### config.mk
export PLATFORM = sky130hd
export DESIGN_NAME = pmpc_top
export DESIGN_NICKNAME = d
export VERILOG_FILES = /design/src/inc/pmpc_pkg.sv /design/src/inc/pmpc_bus_if.sv /design/src/verilog/pmpc_apb_slave.sv /design/src/verilog/pmpc_top.sv
export SDC_FILE = /design/constraint.sdc
export NUM_CORES = 1
export LEC_CHECK = 0
export BUFFER_PORTS_ARGS = -buffer_cell sky130_fd_sc_hd__buf_2
export CORE_ASPECT_RATIO = 1.1
export CORE_MARGIN = 3
export CORE_UTILIZATION = 34
export CTS_CLUSTER_SIZE = 30
export DETAILED_ROUTE_END_ITERATION = 12
export PLACE_DENSITY = 0.68
export SYNTH_ARGS = -nofsm -noshare
export SYNTH_HDL_FRONTEND = slang
export SYNTH_HIERARCHICAL = 1
export SYNTH_SLANG_ARGS = --single-unit
### constraint.sdc
create_clock -name clock -period 2.8 [get_ports clock]
set_input_delay 0.28 -clock clock [delete_from_list [all_inputs] [get_ports clock]]
set_output_delay 0.28 -clock clock [all_outputs]
set_load 0.1 [all_outputs]
### src/inc/pmpc_pkg.sv
package pmpc_pkg;

   // Bus geometry.
   localparam int          ADDR_W       = 12;
   localparam int          DATA_W       = 32;

   // Pin counts covered by the three configuration words.
   localparam int          B1_PINS      = 18;
   localparam int          B1_LO_PINS   = 16;
   localparam int          B0_PINS      = 16;

   // Register byte offsets.
   localparam logic [11:0] OFS_B1_MODE_LO = 12'h008;
   localparam logic [11:0] OFS_B1_MODE_HI = 12'h00C;
   localparam logic [11:0] OFS_B0_PULL_LO = 12'h010;
   localparam logic [11:0] OFS_B0_IN_STAT = 12'h040;

   // Writable bits of each word; reserved pairs are held at zero.
   localparam logic [31:0] MASK_B1_MODE_LO = 32'hFCF3_FCFF;
   localparam logic [31:0] MASK_B1_MODE_HI = 32'h0000_000F;
   localparam logic [31:0] MASK_B0_PULL_LO = 32'hFFFF_FF3F;

   // Values after reset.
   localparam logic [31:0] RST_B1_MODE_LO = 32'h0000_0000;
   localparam logic [31:0] RST_B1_MODE_HI = 32'h0000_0000;
   localparam logic [31:0] RST_B0_PULL_LO = 32'h0000_0000;
   localparam logic [31:0] RST_ZERO       = 32'h0000_0000;

   // Full-word byte strobe.
   localparam logic [3:0]  STRB_WORD      = 4'hF;

   // Index of each register in the one-hot select vectors.
   localparam int          SEL_B1_LO  = 0;
   localparam int          SEL_B1_HI  = 1;
   localparam int          SEL_B0_PL  = 2;
   localparam int          SEL_STAT   = 3;
   localparam int          SEL_W      = 4;

   // Output drive mode field encoding.
   typedef enum logic [1:0] {
      PMPC_PUSH_PULL   = 2'h0,
      PMPC_OPEN_DRAIN  = 2'h1,
      PMPC_OPEN_SOURCE = 2'h2,
      PMPC_DRIVE_RSVD  = 2'h3
   } pmpc_drive_type;

   // Pull selection field encoding.
   typedef enum logic [1:0] {
      PMPC_PULL_FLOAT  = 2'h0,
      PMPC_PULL_UP     = 2'h1,
      PMPC_PULL_DOWN   = 2'h2,
      PMPC_PULL_ANALOG = 2'h3
   } pmpc_pull_type;

endpackage

### src/inc/pmpc_bus_if.sv
`timescale 1ns/100ps
interface pmpc_bus_if;
   logic [pmpc_pkg::SEL_W-1:0]  wr_stb;
   logic [pmpc_pkg::DATA_W-1:0] wdata;
   logic [pmpc_pkg::SEL_W-1:0]  rd_sel;
   logic [pmpc_pkg::DATA_W-1:0] rdata;

   modport slave (output wr_stb, output wdata, output rd_sel, input rdata);
   modport core  (input wr_stb, input wdata, input rd_sel, output rdata);
endinterface

### src/verilog/pmpc_apb_slave.sv
`timescale 1ns/100ps
module pmpc_apb_slave (
   input  wire logic                        clock,   // System clock.
   input  wire logic                        rstn,    // Synchronous reset, active low.
   input  wire logic                        psel,    // APB select.
   input  wire logic                        penable, // APB enable.
   input  wire logic                        pwrite,  // APB direction, high for write.
   input  wire logic [pmpc_pkg::ADDR_W-1:0] paddr,   // APB byte address.
   input  wire logic [pmpc_pkg::DATA_W-1:0] pwdata,  // APB write data.
   input  wire logic [3:0]                  pstrb,   // APB byte strobes.
   output logic      [pmpc_pkg::DATA_W-1:0] prdata,  // APB read data.
   output logic                             pready,  // APB ready.
   output logic                             pslverr, // APB error.
   pmpc_bus_if.slave                        bus      // Strobes toward the register core.
);

   logic [pmpc_pkg::SEL_W-1:0] hit;
   logic                       setup;
   logic                       bad_strb;

   // Address decode; a misaligned address matches nothing.
   always_comb begin
      hit = '0;
      case (paddr)
         pmpc_pkg::OFS_B1_MODE_LO: hit[pmpc_pkg::SEL_B1_LO] = 1'b1;
         pmpc_pkg::OFS_B1_MODE_HI: hit[pmpc_pkg::SEL_B1_HI] = 1'b1;
         pmpc_pkg::OFS_B0_PULL_LO: hit[pmpc_pkg::SEL_B0_PL] = 1'b1;
         pmpc_pkg::OFS_B0_IN_STAT: hit[pmpc_pkg::SEL_STAT]  = 1'b1;
         default:                  hit = '0;
      endcase
   end

   assign setup    = psel & ~penable;
   // Only whole-word writes are accepted; partial lanes would tear a field pair.
   assign bad_strb = pwrite & (pstrb != pmpc_pkg::STRB_WORD);

   // Every transfer finishes in its first access cycle, so pready follows setup.
   always_ff @(posedge clock) begin
      if (!rstn) begin
         pready  <= 1'b0;
         pslverr <= 1'b0;
      end else begin
         pready  <= setup;
         pslverr <= setup & ((hit == '0) | bad_strb);
      end
   end

   // Read data is captured during setup so it comes straight from a flop.
   always_ff @(posedge clock) begin
      if (!rstn) begin
         prdata <= pmpc_pkg::RST_ZERO;
      end else if (setup && !pwrite) begin
         prdata <= bus.rdata;
      end else if (!psel) begin
         prdata <= pmpc_pkg::RST_ZERO;
      end
   end

   assign bus.rd_sel = hit;
   assign bus.wdata  = pwdata;
   // Writes land on the edge that completes the access phase.
   assign bus.wr_stb = (psel & penable & pready & pwrite & ~pslverr) ? hit : '0;

endmodule

### src/verilog/pmpc_top.sv
`timescale 1ns/100ps
// Function
// - Bank one drive mode low word at 0x08, pairs 25:24,19:18,9:8 reserved, reset zero.
// - Bank one drive mode high word at 0x0C, two fields, bits 31:4 reserved.
// - Bank zero pull select word at 0x10, pair 7:6 reserved, reset zero.
// - Pull code 00 leaves the pin floating, and is the reset state.
// - Pull code 01 pulls up, 10 pulls down, 11 selects analog.
// - Fields change only on software writes and otherwise hold their value.
// - Drive code 00 push-pull, 01 open-drain, 10 open-source, 11 reserved.
// - Analog pins lose pulls and trigger; input status reads zero.
module pmpc_top (
   input  wire logic                        clock,             // System clock, 40 MHz.
   input  wire logic                        rstn,              // Synchronous reset, active low.
   input  wire logic                        psel,              // APB select.
   input  wire logic                        penable,           // APB enable.
   input  wire logic                        pwrite,            // APB direction.
   input  wire logic [pmpc_pkg::ADDR_W-1:0] paddr,             // APB byte address.
   input  wire logic [pmpc_pkg::DATA_W-1:0] pwdata,            // APB write data.
   input  wire logic [3:0]                  pstrb,             // APB byte strobes.
   output logic      [pmpc_pkg::DATA_W-1:0] prdata,            // APB read data.
   output logic                             pready,            // APB ready.
   output logic                             pslverr,           // APB error.
   input  wire logic [pmpc_pkg::B1_PINS-1:0] b1_out_data,      // Bank one data to drive.
   output logic      [pmpc_pkg::B1_PINS-1:0] b1_pad_o,         // Bank one pad output level.
   output logic      [pmpc_pkg::B1_PINS-1:0] b1_pad_oe_n,      // Bank one drive enable, low.
   output logic      [pmpc_pkg::B1_PINS-1:0] b1_open_drain_en, // Bank one open-drain mode.
   output logic      [pmpc_pkg::B1_PINS-1:0] b1_open_src_en,   // Bank one open-source mode.
   input  wire logic [pmpc_pkg::B0_PINS-1:0] b0_pad_in,        // Bank zero raw pad inputs.
   output logic      [pmpc_pkg::B0_PINS-1:0] b0_in_status,     // Bank zero gated inputs.
   output logic      [pmpc_pkg::B0_PINS-1:0] b0_pull_up_en,    // Bank zero weak pull-up.
   output logic      [pmpc_pkg::B0_PINS-1:0] b0_pull_down_en,  // Bank zero weak pull-down.
   output logic      [pmpc_pkg::B0_PINS-1:0] b0_analog_en,     // Bank zero analog switch.
   output logic      [pmpc_pkg::B0_PINS-1:0] b0_trig_en        // Bank zero input trigger.
);

   // Strobes and data between the bus front end and the register words.
   pmpc_bus_if bus ();

   // Stored configuration words and their next values.
   logic [pmpc_pkg::DATA_W-1:0]  b1_mode_lo_r;
   logic [pmpc_pkg::DATA_W-1:0]  b1_mode_lo_nxt;
   logic [pmpc_pkg::DATA_W-1:0]  b1_mode_hi_r;
   logic [pmpc_pkg::DATA_W-1:0]  b1_mode_hi_nxt;
   logic [pmpc_pkg::DATA_W-1:0]  b0_pull_lo_r;
   logic [pmpc_pkg::DATA_W-1:0]  b0_pull_lo_nxt;

   // Decoded pad controls, one edge ahead of the output flops.
   logic [2*pmpc_pkg::B1_PINS-1:0] b1_fields_nxt;
   logic [pmpc_pkg::B1_PINS-1:0] od_nxt;
   logic [pmpc_pkg::B1_PINS-1:0] os_nxt;
   logic [pmpc_pkg::B1_PINS-1:0] drv_o_nxt;
   logic [pmpc_pkg::B1_PINS-1:0] drv_oe_n_nxt;
   logic [pmpc_pkg::B0_PINS-1:0] pu_nxt;
   logic [pmpc_pkg::B0_PINS-1:0] pd_nxt;
   logic [pmpc_pkg::B0_PINS-1:0] an_nxt;

   // Reserved bits are forced to zero so a careless write cannot set them.
   function automatic logic [31:0] masked_write(input logic [31:0] data,
                                                input logic [31:0] mask);
      masked_write = data & mask;
   endfunction

   // Next value of one word: the written value on its strobe, else unchanged.
   function automatic logic [31:0] word_next(input logic        stb,
                                             input logic [31:0] data,
                                             input logic [31:0] mask,
                                             input logic [31:0] cur);
      if (stb) begin
         word_next = masked_write(data, mask);
      end else begin
         word_next = cur;
      end
   endfunction

   // Two-bit field of one pin; pin i sits at bits 2i+1:2i of the field vector.
   function automatic logic [1:0] field_of(input logic [35:0] fields,
                                           input int          pin);
      field_of = fields[2*pin +: 2];
   endfunction

   // Active-low drive enable of one pin. Open-drain can only sink and open-source
   // only source, so the buffer is released for the level it cannot make.
   function automatic logic oe_n_of(input logic od,
                                    input logic os,
                                    input logic data);
      if (od) begin
         oe_n_of = data;
      end else if (os) begin
         oe_n_of = ~data;
      end else begin
         oe_n_of = 1'b0;
      end
   endfunction

   // Bus front end; all APB outputs leave from its flops.
   pmpc_apb_slave u_apb (
      .clock   (clock),
      .rstn    (rstn),
      .psel    (psel),
      .penable (penable),
      .pwrite  (pwrite),
      .paddr   (paddr),
      .pwdata  (pwdata),
      .pstrb   (pstrb),
      .prdata  (prdata),
      .pready  (pready),
      .pslverr (pslverr),
      .bus     (bus.slave)
   );

   // Next low drive word; only a bus strobe can change a field.
   always_comb begin
      b1_mode_lo_nxt = word_next(bus.wr_stb[pmpc_pkg::SEL_B1_LO], bus.wdata,
                                 pmpc_pkg::MASK_B1_MODE_LO, b1_mode_lo_r);
   end

   // Next high drive word; its reserved upper bits never store ones.
   always_comb begin
      b1_mode_hi_nxt = word_next(bus.wr_stb[pmpc_pkg::SEL_B1_HI], bus.wdata,
                                 pmpc_pkg::MASK_B1_MODE_HI, b1_mode_hi_r);
   end

   // Next pull selection word.
   always_comb begin
      b0_pull_lo_nxt = word_next(bus.wr_stb[pmpc_pkg::SEL_B0_PL], bus.wdata,
                                 pmpc_pkg::MASK_B0_PULL_LO, b0_pull_lo_r);
   end

   // Bank one low drive mode word.
   always_ff @(posedge clock) begin
      if (!rstn) begin
         b1_mode_lo_r <= pmpc_pkg::RST_B1_MODE_LO;
      end else begin
         b1_mode_lo_r <= b1_mode_lo_nxt;
      end
   end

   // Bank one high drive mode word.
   always_ff @(posedge clock) begin
      if (!rstn) begin
         b1_mode_hi_r <= pmpc_pkg::RST_B1_MODE_HI;
      end else begin
         b1_mode_hi_r <= b1_mode_hi_nxt;
      end
   end

   // Bank zero pull selection word; zero means every pin floats.
   always_ff @(posedge clock) begin
      if (!rstn) begin
         b0_pull_lo_r <= pmpc_pkg::RST_B0_PULL_LO;
      end else begin
         b0_pull_lo_r <= b0_pull_lo_nxt;
      end
   end

   // Register read multiplexer; reserved bits read zero because they never store ones.
   always_comb begin
      bus.rdata = pmpc_pkg::RST_ZERO;
      case (1'b1)
         bus.rd_sel[pmpc_pkg::SEL_B1_LO]: bus.rdata = b1_mode_lo_r;
         bus.rd_sel[pmpc_pkg::SEL_B1_HI]: bus.rdata = b1_mode_hi_r;
         bus.rd_sel[pmpc_pkg::SEL_B0_PL]: bus.rdata = b0_pull_lo_r;
         bus.rd_sel[pmpc_pkg::SEL_STAT]: begin
            bus.rdata[pmpc_pkg::B0_PINS-1:0] = b0_in_status;
         end
         default: bus.rdata = pmpc_pkg::RST_ZERO;
      endcase
   end

   // Bank one fields as one vector, from next values so pads move with the write.
   always_comb begin
      b1_fields_nxt = {b1_mode_hi_nxt[3:0], b1_mode_lo_nxt};
   end

   // Open-drain flags; the reserved code falls back to push-pull, the safest pad state.
   always_comb begin
      for (int i = 0; i < pmpc_pkg::B1_PINS; i++) begin
         od_nxt[i] = (field_of(b1_fields_nxt, i) == pmpc_pkg::PMPC_OPEN_DRAIN);
      end
   end

   // Open-source flags.
   always_comb begin
      for (int i = 0; i < pmpc_pkg::B1_PINS; i++) begin
         os_nxt[i] = (field_of(b1_fields_nxt, i) == pmpc_pkg::PMPC_OPEN_SOURCE);
      end
   end

   // Pad level follows the data one edge late in every mode.
   always_comb begin
      for (int i = 0; i < pmpc_pkg::B1_PINS; i++) begin
         drv_o_nxt[i] = b1_out_data[i];
      end
   end

   // Drive enables: open-drain drives only lows, open-source only highs.
   always_comb begin
      for (int i = 0; i < pmpc_pkg::B1_PINS; i++) begin
         drv_oe_n_nxt[i] = oe_n_of(od_nxt[i], os_nxt[i], b1_out_data[i]);
      end
   end

   // Bank one open-drain flags.
   always_ff @(posedge clock) begin
      if (!rstn) begin
         b1_open_drain_en <= '0;
      end else begin
         b1_open_drain_en <= od_nxt;
      end
   end

   // Bank one open-source flags.
   always_ff @(posedge clock) begin
      if (!rstn) begin
         b1_open_src_en <= '0;
      end else begin
         b1_open_src_en <= os_nxt;
      end
   end

   // Bank one pad levels; after reset every pin drives low.
   always_ff @(posedge clock) begin
      if (!rstn) begin
         b1_pad_o <= '0;
      end else begin
         b1_pad_o <= drv_o_nxt;
      end
   end

   // Bank one drive enables; after reset every pin is push-pull and driven.
   always_ff @(posedge clock) begin
      if (!rstn) begin
         b1_pad_oe_n <= '0;
      end else begin
         b1_pad_oe_n <= drv_oe_n_nxt;
      end
   end

   // Pull-up requests; analog is a code of its own, so it never shares a pull.
   always_comb begin
      for (int i = 0; i < pmpc_pkg::B0_PINS; i++) begin
         pu_nxt[i] = (field_of({4'h0, b0_pull_lo_nxt}, i) ==
                      pmpc_pkg::PMPC_PULL_UP);
      end
   end

   // Pull-down requests.
   always_comb begin
      for (int i = 0; i < pmpc_pkg::B0_PINS; i++) begin
         pd_nxt[i] = (field_of({4'h0, b0_pull_lo_nxt}, i) ==
                      pmpc_pkg::PMPC_PULL_DOWN);
      end
   end

   // Analog requests.
   always_comb begin
      for (int i = 0; i < pmpc_pkg::B0_PINS; i++) begin
         an_nxt[i] = (field_of({4'h0, b0_pull_lo_nxt}, i) ==
                      pmpc_pkg::PMPC_PULL_ANALOG);
      end
   end

   // Bank zero pull-up controls.
   always_ff @(posedge clock) begin
      if (!rstn) begin
         b0_pull_up_en <= '0;
      end else begin
         b0_pull_up_en <= pu_nxt;
      end
   end

   // Bank zero pull-down controls.
   always_ff @(posedge clock) begin
      if (!rstn) begin
         b0_pull_down_en <= '0;
      end else begin
         b0_pull_down_en <= pd_nxt;
      end
   end

   // Bank zero analog switches.
   always_ff @(posedge clock) begin
      if (!rstn) begin
         b0_analog_en <= '0;
      end else begin
         b0_analog_en <= an_nxt;
      end
   end

   // Input trigger is on for every non-analog pin; it is off in analog to save current.
   always_ff @(posedge clock) begin
      if (!rstn) begin
         b0_trig_en <= {pmpc_pkg::B0_PINS{1'b1}};
      end else begin
         b0_trig_en <= ~an_nxt;
      end
   end

   // Input status samples the pads, forced to zero for analog pins.
   always_ff @(posedge clock) begin
      if (!rstn) begin
         b0_in_status <= '0;
      end else begin
         b0_in_status <= b0_pad_in & ~an_nxt;
      end
   end

endmodule

# Word-level counts from Yosys, hierarchy flattened
# Cells that the tools add are included.
# totals
mem_bits_rw,0
memories,0
romBits,0
ff_bits,254
elab_cells,191
in_bits,87
latch_bits,0
# op_classes
div,0
muxes,53
n_reduce_logical,3
n_eq_ne,90
order_cmp,0
mul,0
n_addsub,0
shift,0
bitwise,30
# op_table
op,count
$mux W32,4
$mux W16,7
$eq A2 B2 Y1 const B,50
$eq A2 B1 Y1 const B,34
$mux W1,40
$eq A12 B4 Y1 const B,2
$not A1 Y1,20
$and A16 B16 Y16,1
$not A16 Y16,1
$eq A12 B5 Y1 const B,1
$eq A12 B7 Y1 const B,1
$and A1 B1 Y1,7
$logic_not A4 Y1,1
$mux W4,1
$ne A4 B4 Y1 const B,1
$mux W3,1
$ne A2 B1 Y1 const B,1
$logic_and A1 B1 Y1,1
$logic_not A1 Y1,1
$or A1 B1 Y1,1

# Longest topological paths before layout
# depth
depth_word,9
ltp_mapped,10
mapped_depth_nobuf,8

# Hierarchy
# The synthesis kept the hierarchy.
# by_module_without_submodules
mod,cells_each,n_inst,seq_area_each_um2,area_each_um2
pmpc_top,708,1,4404.2,7734.9
pmpc_apb_slave,203,1,680.7,1864.3

# Least setup slack after synthesis
# OpenSTA, ideal clock, no wires.
# synth_path
kind,register to register
start,reg u_apb.pready
end,reg b0_pull_up_en[5] (netlist bit)
arrival_time_ps,2634
setup_time_ps,114
path_slack_ps,52
path_buffers,2
synth_period_minus_slack_ps,2748
path_stages_with_launch,9
cell_sequence,dfxtp_1 > nand3_1 > or3_1 > nor4b_2 > buf_6 > buf_6 > mux2_2 > and2_4 > nor2b_1
# synth_via
elab_chain_len,6
# synth_lines
item,line_no,source
from (decl),pmpc_apb_slave.sv:12,"output logic pready,"
from (signal assigned),pmpc_apb_slave.sv:43,pready <= setup;
$and A1 B1 Y1 (3 in a row),pmpc_apb_slave.sv:62,assign bus.wr_stb = (psel & penable & pready & pwrite & ~pslverr) ? hit : '0;
$mux W3,pmpc_apb_slave.sv:62,
named net bus.wr_stb (one bit),pmpc_bus_if.sv:3,logic [pmpc_pkg::SEL_W-1:0] wr_stb;
$mux W32,pmpc_top.sv:68,if (stb) begin
$eq A2 B1 Y1,pmpc_top.sv:242,"pu_nxt[i] = (field_of({4'h0, b0_pull_lo_nxt}, i) =="
to (signal assigned),pmpc_top.sv:268,b0_pull_up_en <= pu_nxt;
to (decl),pmpc_top.sv:30,"output logic [pmpc_pkg::B0_PINS-1:0] b0_pull_up_en,"
# The timed path passes the listed nets, and every way through them passes these cells.
# A chain may end at the register's enable or synchronous reset.

# Final worst setup path
# layout_path
start,reg u_apb.pready
end,reg b0_pull_up_en[4] (netlist bit)
# The elaborated chain is that of the path after synthesis.

==> impl_metrics.json <==
{
  "clkSinkCount": 254,
  "layout.cells.most_common": "buf_2",
  "p_total_mw": 8.37,
  "achievable-frequency_mhz": 441,
  "layout.cells.most_common_list": "buf_2 (271), dfxtp_1 (254), nand2_1 (87), inv_1 (75), and2_1 (54)",
  "htreeDepth": 1,
  "detailed_route_via_count": 7203,
  "layout.cells.non_filler": 1564,
  "worstHoldPathType": "in2reg",
  "clk_transition_reported_paths_ns": 0.06,
  "finish.instance_area_sq_mm": 0.0125,
  "crit_buf_inv": 1,
  "nets": 1268,
  "latest_clock_arrival_within_the_worst_skew_pair_ns": 0.53,
  "critPathLaunchType": "register",
  "worst_clock_skew_ns": 0.00951,
  "row_count": 63,
  "drive_gt1_share_pct": 37.1,
  "crit_type": "reg2reg",
  "r2r_setup_slack_ns": 0.53,
  "timing_worst_slew_pin_value_ns": 1.09,
  "timing.final.hold_violations": 0,
  "clock_tree.buffer_depth": 3,
  "post_synth_instance_area_sq_mm": 0.00959,
  "synth.avg_cell_area_sq_um": 10.5,
  "grt_start_max_net_pins": 76,
  "clk_tree_root_cell": "clkbuf_16",
  "detail_route.drc_violations": 0,
  "placed_area_sq_mm": 0.0111,
  "max-vdd-ir-drop_mv": 0.494,
  "die_w_um": 166,
  "worst-endpoint-required_ns": 3.23,
  "wl_um": 27300,
  "globalRouteTotalUtil_pct": 17.3,
  "num_io_pins": 273,
  "cellPowerDensity_mw_per_mm2": 671,
  "max-cap-violations": 0,
  "timing.final.crit_share_pct": 80.9,
  "vias_in_the_first_global_route": 7306,
  "static-leakage-power_nw": 6.02,
  "die_span_y_um": 182,
  "place_hpwl_um": 20200,
  "grt_first_pass_wirelength_um": 41900,
  "antenna_violating_nets_post_route": 0,
  "dr.first_iter.drc_count": 473,
  "timing.critical_path.slowest_cell_delay_ns": 0.41,
  "syn2layout_area_growth_pct": 30.1,
  "min_period_ns": 2.27,
  "cts-buffers-inserted": 28,
  "grt_antenna_before_repair": 2,
  "finalSetupTns_ns": 0,
  "status": "finished, final reports clean",
  "avgViaCountPerCell": 4.61,
  "critical_path_slowest_stage_cell": "or3_1",
  "cp_top_family": "simple AND/OR/NAND/NOR gates",
  "initial_utilization_pct": 35.1,
  "postSynthNetCount": 997,
  "holdWs_ns": 0.0179,
  "cp_cell_sequence": "nand3_1, or3_1, nor4b_4, buf_12, mux2_2, and2_1, nor2b_1",
  "grt-ovfl-total": 0,
  "finalSetupViolations": 0,
  "timing_max_transition_violations_final": 0,
  "relSlewSlack_pct": 27.5,
  "worstPathMaxFanout": 46,
  "grt_setup_unrepaired": "no",
  "coreArea_sq_mm": 0.0274,
  "die_footprint_sq_mm": 0.0303,
  "synthCells": 910,
  "wl_per_cell_um": 17.5,
  "routabilityCongestion": 0.826,
  "dp_cells": 1476,
  "critical_path.endpoint_type": "register",
  "tritoncts": "done",
  "cts_setup_buffers": 0,
  "critPathArrivalTime_ns": 2.69,
  "port-buffer-count": 272,
  "synthesis.yosys.warnings": 6,
  "drtPass1Iterations": 6
}
[repair_timing]
| action | in CTS | in global routing |
|---|---|---|
| hold endpoints to repair | 32 | 0 |
| hold buffers | 32 | 0 |
| resized for setup | 0 | 0 |
[layout make-up]
type	count	area [sq um]
fillers	2605	14900
diodes	4	10.0
repair buffers	318	1840
well taps	357	447
clock buffers	33	771
flip-flops and latches	254	5080
clock inverters	19	325
inverters	76	285
multi-input cells	503	3720
[final timing paths]
kind,startpoint,to,depth (start not counted)
worst max register to register,u_apb/pready,b0_pull_up_en[4],7
worst min-delay path,b1_out_data[13],b1_pad_o[13],2
worst max-delay path,u_apb/pready,b0_pull_up_en[4],7
worst min register to register,u_apb/prdata[28],u_apb/prdata[28],2
[metrics by stage]
stage               setup WS, ns  util, %
floorplan                 0.0693        -
global placement           0.263     40.4
detailed placement         0.223     40.4
CTS                        0.504     45.6
global route               0.390     45.6
finish                     0.534     45.6
[power by group]
| group | switching, mW | internal [mW] | leakage (nW) |
|---|---|---|---|
| clock network | 1.53 | 2.72 | 0.526 |
| registers | 0.0162 | 3.64 | 2.06 |
| logic | 0.344 | 0.126 | 3.44 |
[metal layers]
layer	GRT usage (%)	wire [um]	vias up	share of wire, %
li1	-	-	3562	-
met1	22.7	12200	3394	45
met2	28.1	12700	200	46
met3	3.75	1590	47	5.8
met4	6.22	808	0	3.0
met5	0	0	-	0
[state kept, by name (all words and copies together), names as in the netlist, 18 cells and up]
signal and count:
u_apb/prdata 32, b1_open_drain_en 18, b1_open_src_en 18, b1_pad_oe_n 18
b1_mode_lo_r 32, b0_pull_lo_r 32, b1_pad_o 18
(Power assumes the default switching activity.)
